==> config.mk <==
export PLATFORM = sky130hd
export DESIGN_NAME = tocu_core
export DESIGN_NICKNAME = d
export VERILOG_FILES = /design/src/tocu_pkg.sv /design/src/tocu_core.sv
export SDC_FILE = /design/constraint.sdc
export NUM_CORES = 1
export LEC_CHECK = 0
export ABC_CLOCK_PERIOD_IN_PS = 8890
export BUFFER_PORTS_ARGS = -buffer_cell sky130_fd_sc_hd__buf_2
export CORE_UTILIZATION = 49
export CTS_BUF_LIST = sky130_fd_sc_hd__clkbuf_4
export DETAILED_ROUTE_END_ITERATION = 7
export GPL_TIMING_DRIVEN = 0
export PLACE_DENSITY_LB_ADDON = 0.12
export SLEW_MARGIN = 20
export SYNTH_ARGS = -nofsm -noshare
export SYNTH_HDL_FRONTEND = slang
export SYNTH_SLANG_ARGS = --single-unit
==> constraint.sdc <==
create_clock -name mclk_i -period 8.89 [get_ports mclk_i]
set_clock_uncertainty 0.15 [all_clocks]
set_input_delay 2.2225 -clock mclk_i [delete_from_list [all_inputs] [get_ports mclk_i]]
set_output_delay 2.2225 -clock mclk_i [all_outputs]
set_load 0.01 [all_outputs]
==> src/tocu_pkg.sv <==
/*
 * Constants, register map and mode decoding for the timer output compare
 * block. Assumes an 8-bit Avalon-MM register bus and a prescaler tick.
 */
package tocu_pkg;
   // Register indices, one byte each
   localparam logic [3:0] REG_CTRL_A   = 4'h0; // action A, action B, mode[1:0]
   localparam logic [3:0] REG_CTRL_B   = 4'h1; // mode[3:2], clock source
   localparam logic [3:0] REG_FORCE    = 4'h2; // force strobes, reads zero
   localparam logic [3:0] REG_CNT_LOW  = 4'h3;
   localparam logic [3:0] REG_CNT_HIGH = 4'h4;
   localparam logic [3:0] REG_CMPA_LOW = 4'h5;
   localparam logic [3:0] REG_CMPA_HI  = 4'h6;
   localparam logic [3:0] REG_CMPB_LOW = 4'h7;
   localparam logic [3:0] REG_CMPB_HI  = 4'h8;
   localparam logic [3:0] REG_IRQ_EN   = 4'h9;
   localparam logic [3:0] REG_FLAGS    = 4'hA;
   localparam logic [3:0] REG_PORT     = 4'hB;
   localparam logic [3:0] REG_CAP_LOW  = 4'hC;
   localparam logic [3:0] REG_CAP_HIGH = 4'hD;
   // Field positions
   localparam int FLD_ACT_A  = 6;
   localparam int FLD_ACT_B  = 4;
   localparam int FLD_MODE_H = 3;
   localparam int FLD_DIR    = 2;
   localparam int FLD_FORCE  = 6;
   localparam int FLAG_OVF   = 0;
   localparam int FLAG_CMP   = 1;
   // Reset values and fixed counts
   localparam logic [15:0] CNT_RESET = 16'h0000;
   localparam logic [15:0] CNT_MAX   = 16'hFFFF;
   localparam logic [2:0]  CS_STOP   = 3'h0;
   localparam logic [3:0]  MODE_NORMAL = 4'h0;
   localparam logic [1:0]  ACT_TOGGLE = 2'h1;
   localparam logic [1:0]  ACT_CLEAR  = 2'h2;
   localparam logic [1:0]  ACT_SET    = 2'h3;

   // Modes that buffer the compare value
   function automatic logic is_pwm(input logic [3:0] m);
      return !(m == 4'h0 || m == 4'h4 || m == 4'hC || m == 4'hD);
   endfunction : is_pwm
   // Dual-slope modes
   function automatic logic is_dual(input logic [3:0] m);
      return (m >= 4'h1 && m <= 4'h3) || (m >= 4'h8 && m <= 4'hB);
   endfunction : is_dual
   // Dual-slope modes reloading at bottom
   function automatic logic is_pfc(input logic [3:0] m);
      return m == 4'h8 || m == 4'h9;
   endfunction : is_pfc
   // Modes whose top sits in the capture register
   function automatic logic uses_cap(input logic [3:0] m);
      return m == 4'h8 || m == 4'hA || m == 4'hC || m == 4'hE;
   endfunction : uses_cap
   // Top value of the counting sequence
   function automatic logic [15:0] top_of(input logic [3:0] m,
                                          input logic [15:0] cmp_a,
                                          input logic [15:0] cap);
      case (m)
         4'h1, 4'h5: return 16'h00FF;
         4'h2, 4'h6: return 16'h01FF;
         4'h3, 4'h7: return 16'h03FF;
         4'h4, 4'h9, 4'hB, 4'hF: return cmp_a;
         4'h8, 4'hA, 4'hC, 4'hE: return cap;
         default: return CNT_MAX;
      endcase
   endfunction : top_of
endpackage : tocu_pkg

==> src/tocu_core.sv <==
/*
 * 16-bit timer with two output compare channels, byte-wide register access.
 * Assumes tick_i is a one-cycle enable from a prescaler on mclk_i and that
 * irq_ack_i pulses come from the interrupt controller on the same clock.
 */
// The register offsets and register access over Avalon-MM are this design's own decisions.
`timescale 1ns/100ps

// What this block does
// RL1 - Compare count with each compare value continuously
// RL2 - Match sets flag on following tick
// RL3 - Enabled flag requests interrupt; service clears it
// RL4 - Writing one clears flag; zero keeps it
// RL5 - Output from match, mode, action, top, bottom
// RL6 - Compare A may define the counter top
// RL7 - Buffered in PWM modes, direct otherwise
// RL8 - Buffer loads active value at top/bottom
// RL9 - Bus reaches buffer or compare register
// RL10 - Only writes change compare; high read direct
// RL11 - Software writes high first, reads low first
// RL12 - High write to holding; low write commits
// RL13 - Force acts on output, no flag, non-PWM
// RL14 - Count write blocks matches next tick
// RL15 - Software avoids writing count equal to top
// RL16 - Output state survives mode change; resets zero
// RL17 - Action bits unbuffered; apply at next match
// RL18 - Nonzero action overrides port value, not direction
// RL19 - Action zero leaves output state unchanged
// RL20 - Mode steers counting; action only output
// RL21 - Normal mode counts up, wraps at max
// RL22 - Normal mode overflow set when count reaches zero
// RL23 - Clock source zero stops ticks; bus works
// RL24 - Count write beats clear or count
// RL25 - Per-tick updates qualified by tick enable
module tocu_core
   import tocu_pkg::*;
(
   // Clock and reset
   input  wire  logic          mclk_i,
   input  wire  logic          rst_i,
   // Prescaler and interrupt service
   input  wire  logic          tick_i,
   input  wire  logic [2:0]    irq_ack_i,
   // Avalon-MM slave
   input  wire  logic [3:0]    avs_address_i,
   input  wire  logic          avs_read_i,
   input  wire  logic          avs_write_i,
   input  wire  logic [7:0]    avs_writedata_i,
   output logic       [7:0]    avs_readdata_o,
   output logic                avs_waitrequest_o,
   // Interrupt requests: overflow, compare A, compare B
   output logic       [2:0]    irq_o,
   // Compare pins
   output logic       [1:0]    pin_out_o,
   output logic       [1:0]    pin_oe_o
);
   import tocu_pkg::*;

   typedef struct packed {
      logic             wait_n;
      logic [7:0]       rdata;
      logic [7:0]       temp;
      logic [15:0]      cnt;
      logic             dir_up;
      logic [1:0][15:0] cmp;
      logic [1:0][15:0] cbuf;
      logic [15:0]      cap;
      logic [1:0][1:0]  act;
      logic [3:0]       mode;
      logic [2:0]       cs;
      logic [2:0]       flags;
      logic [2:0]       ien;
      logic [1:0]       port;
      logic [1:0]       ddr;
      logic             block;
      logic [1:0]       oc;
      logic [2:0]       irq;
      logic [1:0]       pin;
      logic [1:0]       oe;
   } tocu_state_t;

   tocu_state_t st;
   tocu_state_t next_st;
   logic [1:0]  match;
   logic        tick;
   logic        acc;
   logic        wr;
   logic [15:0] top;
   logic        at_top;

   // RL1 full-width compare
   for (genvar g = 0; g < 2; g++) begin : g_cmp
      assign match[g] = (st.cnt == st.cmp[g]);
   end

   // RL23 stopped source yields no tick
   assign tick   = tick_i && (st.cs != CS_STOP);
   assign acc    = (avs_read_i || avs_write_i) && st.wait_n;
   assign wr     = acc && avs_write_i;
   // RL6 compare A may set the top
   assign top    = top_of(st.mode, st.cmp[0], st.cap);
   // RL15 a blocked tick misses the top
   assign at_top = (st.cnt == top) && !st.block;

   always_comb begin
      logic [1:0] hit;
      logic       reload;
      logic [2:0] set_f;
      next_st = st;
      hit     = 2'b00;
      reload  = 1'b0;
      set_f   = 3'h0;
      // Answer one cycle after the request is seen
      next_st.wait_n = !acc;

      // RL25 counting only on tick
      if (tick) begin
         next_st.block = 1'b0;
         // RL14 blocked for this tick
         hit = match & {2{!st.block}};
         // RL20 mode alone picks sequence
         if (is_dual(st.mode)) begin
            if (st.dir_up) begin
               if (st.cnt >= top) begin
                  next_st.dir_up = 1'b0;
                  next_st.cnt    = st.cnt - 16'h0001;
                  reload         = !is_pfc(st.mode);
               end else begin
                  next_st.cnt = st.cnt + 16'h0001;
               end
            end else if (st.cnt == CNT_RESET) begin
               next_st.dir_up          = 1'b1;
               next_st.cnt             = st.cnt + 16'h0001;
               set_f[FLAG_OVF]         = 1'b1;
               reload                  = is_pfc(st.mode);
            end else begin
               next_st.cnt = st.cnt - 16'h0001;
            end
         end else if (st.mode != MODE_NORMAL && at_top) begin
            next_st.cnt = CNT_RESET;
            reload      = is_pwm(st.mode);
            if (is_pwm(st.mode)) begin
               set_f[FLAG_OVF] = 1'b1;
            end
         end else begin
            // RL21 plain upward count, wraps
            next_st.cnt = st.cnt + 16'h0001;
            // RL22 overflow as count becomes zero
            if (st.cnt == CNT_MAX) begin
               set_f[FLAG_OVF] = 1'b1;
            end
         end
      end

      // RL8 reload only at top or bottom
      if (reload) begin
         next_st.cmp = st.cbuf;
      end

      // RL5 waveform per channel
      for (int c = 0; c < 2; c++) begin
         if (!is_pwm(st.mode)) begin
            // RL13 force acts like a match, no flag
            if (hit[c] || (wr && avs_address_i == REG_FORCE
                           && avs_writedata_i[FLD_FORCE + 1 - c])) begin
               // RL19 action zero does nothing
               unique case (st.act[c])
                  ACT_TOGGLE: next_st.oc[c] = !st.oc[c];
                  ACT_CLEAR:  next_st.oc[c] = 1'b0;
                  ACT_SET:    next_st.oc[c] = 1'b1;
                  default:    next_st.oc[c] = st.oc[c];
               endcase
            end
         end else if (is_dual(st.mode)) begin
            if (hit[c]) begin
               if (st.act[c] == ACT_TOGGLE) begin
                  if (c == 0 && (st.mode == 4'h9 || st.mode == 4'hB)) begin
                     next_st.oc[c] = !st.oc[c];
                  end
               end else if (st.act[c] != 2'h0) begin
                  // Set or clear depends on slope and polarity
                  next_st.oc[c] = st.dir_up ^ (st.act[c] == ACT_CLEAR);
               end
            end
         end else begin
            if (hit[c]) begin
               if (st.act[c] == ACT_TOGGLE) begin
                  if (c == 0 && st.mode == 4'hF) begin
                     next_st.oc[c] = !st.oc[c];
                  end
               end else if (st.act[c] != 2'h0) begin
                  next_st.oc[c] = (st.act[c] == ACT_SET);
               end
            end
            // Bottom action wins so compare at top gives a steady level
            if (tick && at_top && st.act[c][1]) begin
               next_st.oc[c] = (st.act[c] == ACT_CLEAR);
            end
         end
      end

      // RL3 service clears its flag
      next_st.flags = next_st.flags & ~irq_ack_i;

      // Register access
      if (acc && avs_read_i) begin
         unique case (avs_address_i)
            REG_CTRL_A: next_st.rdata = {st.act[0], st.act[1], 2'h0, st.mode[1:0]};
            REG_CTRL_B: next_st.rdata = {3'h0, st.mode[3:2], st.cs};
            REG_CNT_LOW: begin
               next_st.rdata = st.cnt[7:0];
               next_st.temp  = st.cnt[15:8];
            end
            REG_CNT_HIGH: next_st.rdata = st.temp;
            // RL9 buffer when buffered, else active
            // RL10 high byte read directly
            REG_CMPA_LOW: next_st.rdata = is_pwm(st.mode) ? st.cbuf[0][7:0]  : st.cmp[0][7:0];
            REG_CMPA_HI:  next_st.rdata = is_pwm(st.mode) ? st.cbuf[0][15:8] : st.cmp[0][15:8];
            REG_CMPB_LOW: next_st.rdata = is_pwm(st.mode) ? st.cbuf[1][7:0]  : st.cmp[1][7:0];
            REG_CMPB_HI:  next_st.rdata = is_pwm(st.mode) ? st.cbuf[1][15:8] : st.cmp[1][15:8];
            REG_IRQ_EN:  next_st.rdata = {5'h00, st.ien};
            REG_FLAGS:   next_st.rdata = {5'h00, st.flags};
            REG_PORT:    next_st.rdata = {4'h0, st.ddr, st.port};
            REG_CAP_LOW: begin
               next_st.rdata = st.cap[7:0];
               next_st.temp  = st.cap[15:8];
            end
            REG_CAP_HIGH: next_st.rdata = st.temp;
            default:      next_st.rdata = 8'h00;
         endcase
      end

      if (wr) begin
         unique case (avs_address_i)
            REG_CTRL_A: begin
               // RL17 action bits take effect at once
               next_st.act[0]    = avs_writedata_i[FLD_ACT_A +: 2];
               next_st.act[1]    = avs_writedata_i[FLD_ACT_B +: 2];
               // RL16 output state kept across modes
               next_st.mode[1:0] = avs_writedata_i[1:0];
            end
            REG_CTRL_B: begin
               next_st.mode[3:2] = avs_writedata_i[FLD_MODE_H +: 2];
               next_st.cs        = avs_writedata_i[2:0];
            end
            // RL12 high bytes land in holding register
            REG_CNT_HIGH, REG_CMPA_HI, REG_CMPB_HI, REG_CAP_HIGH: begin
               next_st.temp = avs_writedata_i;
            end
            REG_CNT_LOW: begin
               // RL24 count write overrides tick
               next_st.cnt   = {st.temp, avs_writedata_i};
               next_st.block = 1'b1;
            end
            REG_CMPA_LOW, REG_CMPB_LOW: begin
               // RL7 buffer path in PWM modes
               for (int c = 0; c < 2; c++) begin
                  if (avs_address_i == REG_CMPA_LOW + 4'(2 * c)) begin
                     next_st.cbuf[c] = {st.temp, avs_writedata_i};
                     if (!is_pwm(st.mode)) begin
                        next_st.cmp[c] = {st.temp, avs_writedata_i};
                     end
                  end
               end
            end
            REG_CAP_LOW: begin
               if (uses_cap(st.mode)) begin
                  next_st.cap = {st.temp, avs_writedata_i};
               end
            end
            REG_IRQ_EN: next_st.ien = avs_writedata_i[2:0];
            // RL4 write one clears, set beats clear
            REG_FLAGS: begin
               next_st.flags = next_st.flags & ~avs_writedata_i[2:0];
            end
            REG_PORT: begin
               next_st.port = avs_writedata_i[1:0];
               next_st.ddr  = avs_writedata_i[FLD_DIR +: 2];
            end
            default: next_st.temp = st.temp;
         endcase
      end

      // RL2 flag on the tick after the match
      set_f[FLAG_CMP +: 2] = set_f[FLAG_CMP +: 2] | hit;
      // Sets applied after every clear, so a set beats a clear
      next_st.flags        = next_st.flags | set_f;
      // RL3 request while flag and enable
      next_st.irq = next_st.flags & next_st.ien;
      // RL18 port override, direction untouched
      for (int c = 0; c < 2; c++) begin
         next_st.pin[c] = (next_st.act[c] != 2'h0) ? next_st.oc[c] : next_st.port[c];
      end
      next_st.oe = next_st.ddr;
   end

   // State register
   always_ff @(posedge mclk_i or posedge rst_i) begin
      if (rst_i) begin
         st        <= '0;
         st.wait_n <= 1'b1;
      end else begin
         st <= next_st;
      end
   end

   assign avs_readdata_o    = st.rdata;
   assign avs_waitrequest_o = st.wait_n;
   assign irq_o             = st.irq;
   assign pin_out_o         = st.pin;
   assign pin_oe_o          = st.oe;
endmodule : tocu_core

Word level (Yosys, flattened, before mapping)
Index checks and enable logic that the tools add are counted.
Widths: inputs -> output; s select.
{ "word_totals": {"out_inout_bits": 16, "in_bits": 20, "word_cells": 214, "register_bits": 143} }
{ "classes": {"order_cmp": 5, "add_sub_neg": 2, "n_reduce_logical": 57, "mux": 79, "n_bitwise": 9, "eq_ne": 39} }
{ "op_table": {"columns": ["operator", "count"], "rows": [
  ["$mux 16", 13],
  ["$mux 102", 1],
  ["$pmux 8 s12", 1],
  ["$pmux 16 s5", 1],
  ["$mux 64", 1],
  ["$eq 4x4->1 const B", 14],
  ["$eq 16x16->1", 3],
  ["$mux 1", 41],
  ["$mux 8", 5],
  ["$mux 17", 2],
  ["$eq 4x3->1 const B", 8],
  ["$mux 32", 1],
  ["$pmux 8 s2", 2],
  ["$mux 24", 1],
  ["$add 16x1->16 const B", 1],
  ["$eq 16x16->1 const B", 1],
  ["$eq 4x2->1 const B", 4],
  ["$ge 16x16->1", 1],
  ["$logic_not 16->1", 1],
  ["$sub 16x1->16 const B", 1],
  ["$logic_and 1x1->1", 14],
  ["$logic_or 1x1->1", 12],
  ["$reduce_or 4->1", 3],
  ["$reduce_or 2->1", 5],
  ["other kinds (25)", 54]
]} }

Logic depth before layout (Yosys ltp)
{ "depth": {"depth_word": 16, "ltp_mapped": 17, "mapped_depth_nobuf": 15} }

Worst setup path before layout
OpenSTA, ideal clock, no wires.
{ "synth_path": {"path_kind": "input -> register", "start": "input port avs_address_i[0]", "end": "register st (netlist bit pin_out_o[1])", "setup_time_ps": 125, "n_path_buf": 2, "required_ps": 8615, "setup_slack_ps": 4371, "arrival_ps": 4244, "cell_stages": 7, "path_cell_list": "clkbuf_1 nor4_1 and2_1 clkbuf_1 mux2_2 nor2_1 mux2_2"} }
{ "synth_lines": {"columns": ["element", "line_no", "text"], "rows": [
  ["start, declared", "tocu_core.sv:45", "input wire logic [3:0] avs_address_i,"],
  ["end signal, assigned", "tocu_core.sv:303", "st <= next_st;"],
  ["end, declared", "tocu_core.sv:82", "tocu_state_t st;"]
]} }

==> summary.txt <==
Setup path
  • R2R setup slack: 3.99 ns
  • Crit path DAT: 5.21 ns
  • Setup CP Type: flip-flop to flip-flop
  • CP Launch Type: flip-flop
  • CP most frequent cell: a21oi_1
  • CP max stage delay: 0.76 ns
  • CP Capture Type: flip-flop
  • Worst EP required: 9.20 ns
  • Critical Path Fanout Max: 10
  • CP max stage cell: a2111oi_4
  • CP Cell Sequence: clkbuf_1 > or2_2 > o21ai_1 > nor2_1 > a21o_1 > a21oi_1 > ha_1 > and4_1 > a21oi_1 > o211ai_1 > a2111oi_4 > nor2_2 > a22oi_1 > mux2i_1 > nand2_1

Global routing
  • Initial antenna violation count: 1
  • Tot GR Track Use: 32.9%
  • Largest net degree at the start of global routing: 94
  • Total gr overflow: 0
  • First-pass GRT wire length: 47400 µm
  • Number of global-route vias before repair: 7877

Power and ir drop
  • PwrDens: 251 mW/mm²
  • Leakage: 4.35 nW
  • Max VDD drop: 140 µV

Clock tree
  • CTS tree: built
  • Clk_lat worst skew: 0.58 ns
  • Post-cts resize count: 0
  • Worst-case clock buffer depth: 2
  • Post-CTS setup buffers: 0
  • Hold_buf cts: 0
  • CTS sink cnt: 143
  • Root Buffer Master: clkbuf_4
  • H-tree Lvls: 4
  • Clock slew at reported path FFs: 0.14 ns
  • Num CTS Buffers: 17

Timing
  • Setup_tns: 0 ns
  • Final period utilization: 55.1%
  • Worst Tran Pin Value: 0.990 ns
  • Final slew viol count: 0
  • Fmax: 0.204 GHz
  • Final WS setup: 3.99 ns
  • Final setup vio count: 0
  • Max_slew headroom: 34.0%
  • Unrepaired setup endpoints after global routing: false
  • Final Hold Vio Count: 0
  • Fin crit period: 4.90 ns

Logic synthesis
  • Synth top area share: 38.8%
  • Netlist cell types: 74
  • Number of flops mapped to enable cells by yosys: 0
  • Largest cells by area after synthesis: dfrtp_1 (39%), mux2_2 (8.7%), mux2i_1 (6.6%)
  • Async S/R FF share, synth: 100%
  • Synth Area per Inst: 9.32 µm²
  • Synth Net Count: 1020
  • Yosys Warn Count: 0
  • Post-synth top area cell: dfrtp_1
  • Post-Syn Area: 0.00916 mm²
  • Sequential share of the synthesized area: 39.1%
  • Ys flop type: dfrtp_1
  • Post-synthesis register bit count: 143
  • Post-synthesis cell count: 982

Routing
  • DRT antenna net count: 0
  • DR vias: 8203
  • Remaining DRCs: 4
  • Vias/cell: 6.43
  • 1st-pass router iterations: 8
  • DR iter-0 viols: 828
  • Final WL: 30800 µm
  • Drt wl/cell: 24.2 µm

Floorplan
  • Total core area: 0.0181 mm²
  • Row Count: 49
  • Die W: 139 µm
  • Starting Density: 50.4%
  • I/O Pins: 36
  • Chip height: 139 µm
  • Die area: 0.0192 mm²

Placed design
  • Worst slack, placed: 3.83 ns
  • Detail Placement HPWL: 22800 µm
  • DP Area: 0.00964 mm²
  • DP Cell Count: 1242
  • IO Port Bufs: 29
  • RD Place Congestion: 0.962

Flow run
  • Max Cap Viol: 0

Run status
  • Status: finished with violations
  • Failing checks: design-rule violations

Finish
  • Fill count: 1725
  • Layout net count: 1070
  • Final core utilization: 54.6%
  • Area Overhead vs Synth: 8.32%
  • Most frequent cells in the layout: dfrtp_1 (142), nand2_1 (114), mux2_2 (71), nor2_1 (62), mux2i_1 (60)
  • Register area: 0.00358 mm²
  • Final Non-Filler Cells: 1275
  • Area taken by multi-input logic gates: 0.00515 mm²
  • Final Cell Area: 0.00992 mm²
  • Most common cell after layout, fill and taps aside: dfrtp_1
  • Share of layout cells above drive strength 1: 16.7%

Worst hold path
  • Hold Path Class: flip-flop to flip-flop
==> power breakdown <==
| group | internal [mW] | switching [mW] |
|---|---|---|
| logic | 0.421 | 0.567 |
| registers | 0.825 | 0.251 |
| clock network | 0.143 | 0.276 |
==> per-layer routing <==
| metal | global-route usage, % | part of all wire [%] | up-vias |
|---|---|---|---|
| met5 | 0 | 0 | - |
| met4 | 12.1 | 3.0 | 0 |
| met3 | 5.56 | 8.7 | 65 |
| met2 | 51.7 | 45 | 433 |
| met1 | 45.7 | 43 | 4010 |
| li1 | - | - | 3695 |
==> cells by family after synthesis <==
| family | share of synthesized area [%] |
|---|---|
| xor gates and xnor gates | 3.25 |
| buffers and inverters | 4.91 |
| DFF | 39.1 |
| and+or+nand+nor | 17.2 |
| muxes | 15.5 |
| AOI/OAI and AO/OA | 17.5 |
| adders and majority gates | 2.46 |
==> Yosys cell counts, types with 4 or more instances <==
master	number
dfrtp_1	142
nand2_1	114
mux2_2	71
nor2_1	62
mux2i_1	60
clkbuf_1	55
o21ai_0	46
a21oi_1	44
nor3_1	30
o21ai_1	30
a22oi_1	28
xnor2_1	22
ha_1	18
nand3_1	17
and3_1	15
buf_4	15
nand2b_1	13
o211ai_1	13
a222oi_1	12
nand4_1	12
nor2b_1	12
xor2_1	12
inv_1	11
a221o_1	9
and2_1	9
a31oi_1	7
nor4_1	7
a22o_1	6
o22ai_1	6
and4_1	5
buf_1	5
nor3b_1	5
buf_6	4
nand3b_1	4
==> state kept, by name, indices dropped and copies added (netlist names) <==
name               flops
st                   127
irq_o                  3
avs_readdata_o         8
pin_oe_o               2
avs_waitrequest_o      1
pin_out_o              2
==> worst paths after layout <==
check / depth (start not counted) / start / end
worst min register to register: 2 / avs_readdata_o[2] / avs_readdata_o[2]
max in group asynchronous: 3 / rst_i / st[39]
worst max register to register: 15 / st[23] / st[121]
min in group asynchronous: 2 / rst_i / st[61]
worst max-delay path: 15 / st[23] / st[121]
worst min-delay path: 2 / avs_readdata_o[2] / avs_readdata_o[2]
==> through the flow <==
step	hold slack (ns)	power [mW]
2_1_floorplan	0.301	1.69
3_3_place_gp	0.318	2.02
3_5_place_dp	0.323	2.04
4_1_cts	0.353	2.46
5_1_grt	0.375	2.62
6_report	0.349	2.48
==> layout make-up <==
| class | count | area share, % |
|---|---|---|
| clock inverters | 15 | 1.35 |
| inverters | 11 | 0.492 |
| flip-flops and latches | 143 | 36.1 |
| plain buffers | 84 | 4.11 |
| diodes | 1 | 0.0252 |
| repair buffers | 31 | 1.82 |
| multi-input cells | 744 | 51.9 |
| well taps | 229 | 2.89 |
| clock buffers | 17 | 1.29 |
==> critical path: cells and delay by family (launching register included) <==
family	cells	cell delay, ns
and+or+nand+nor	5	1.10
adders and majority gates	1	0.30
DFF	1	0.38
buffers and inverters	1	0.22
muxes	1	0.26
AOI/OAI and AO/OA	7	2.36
Power figures use the tool's default switching activity.
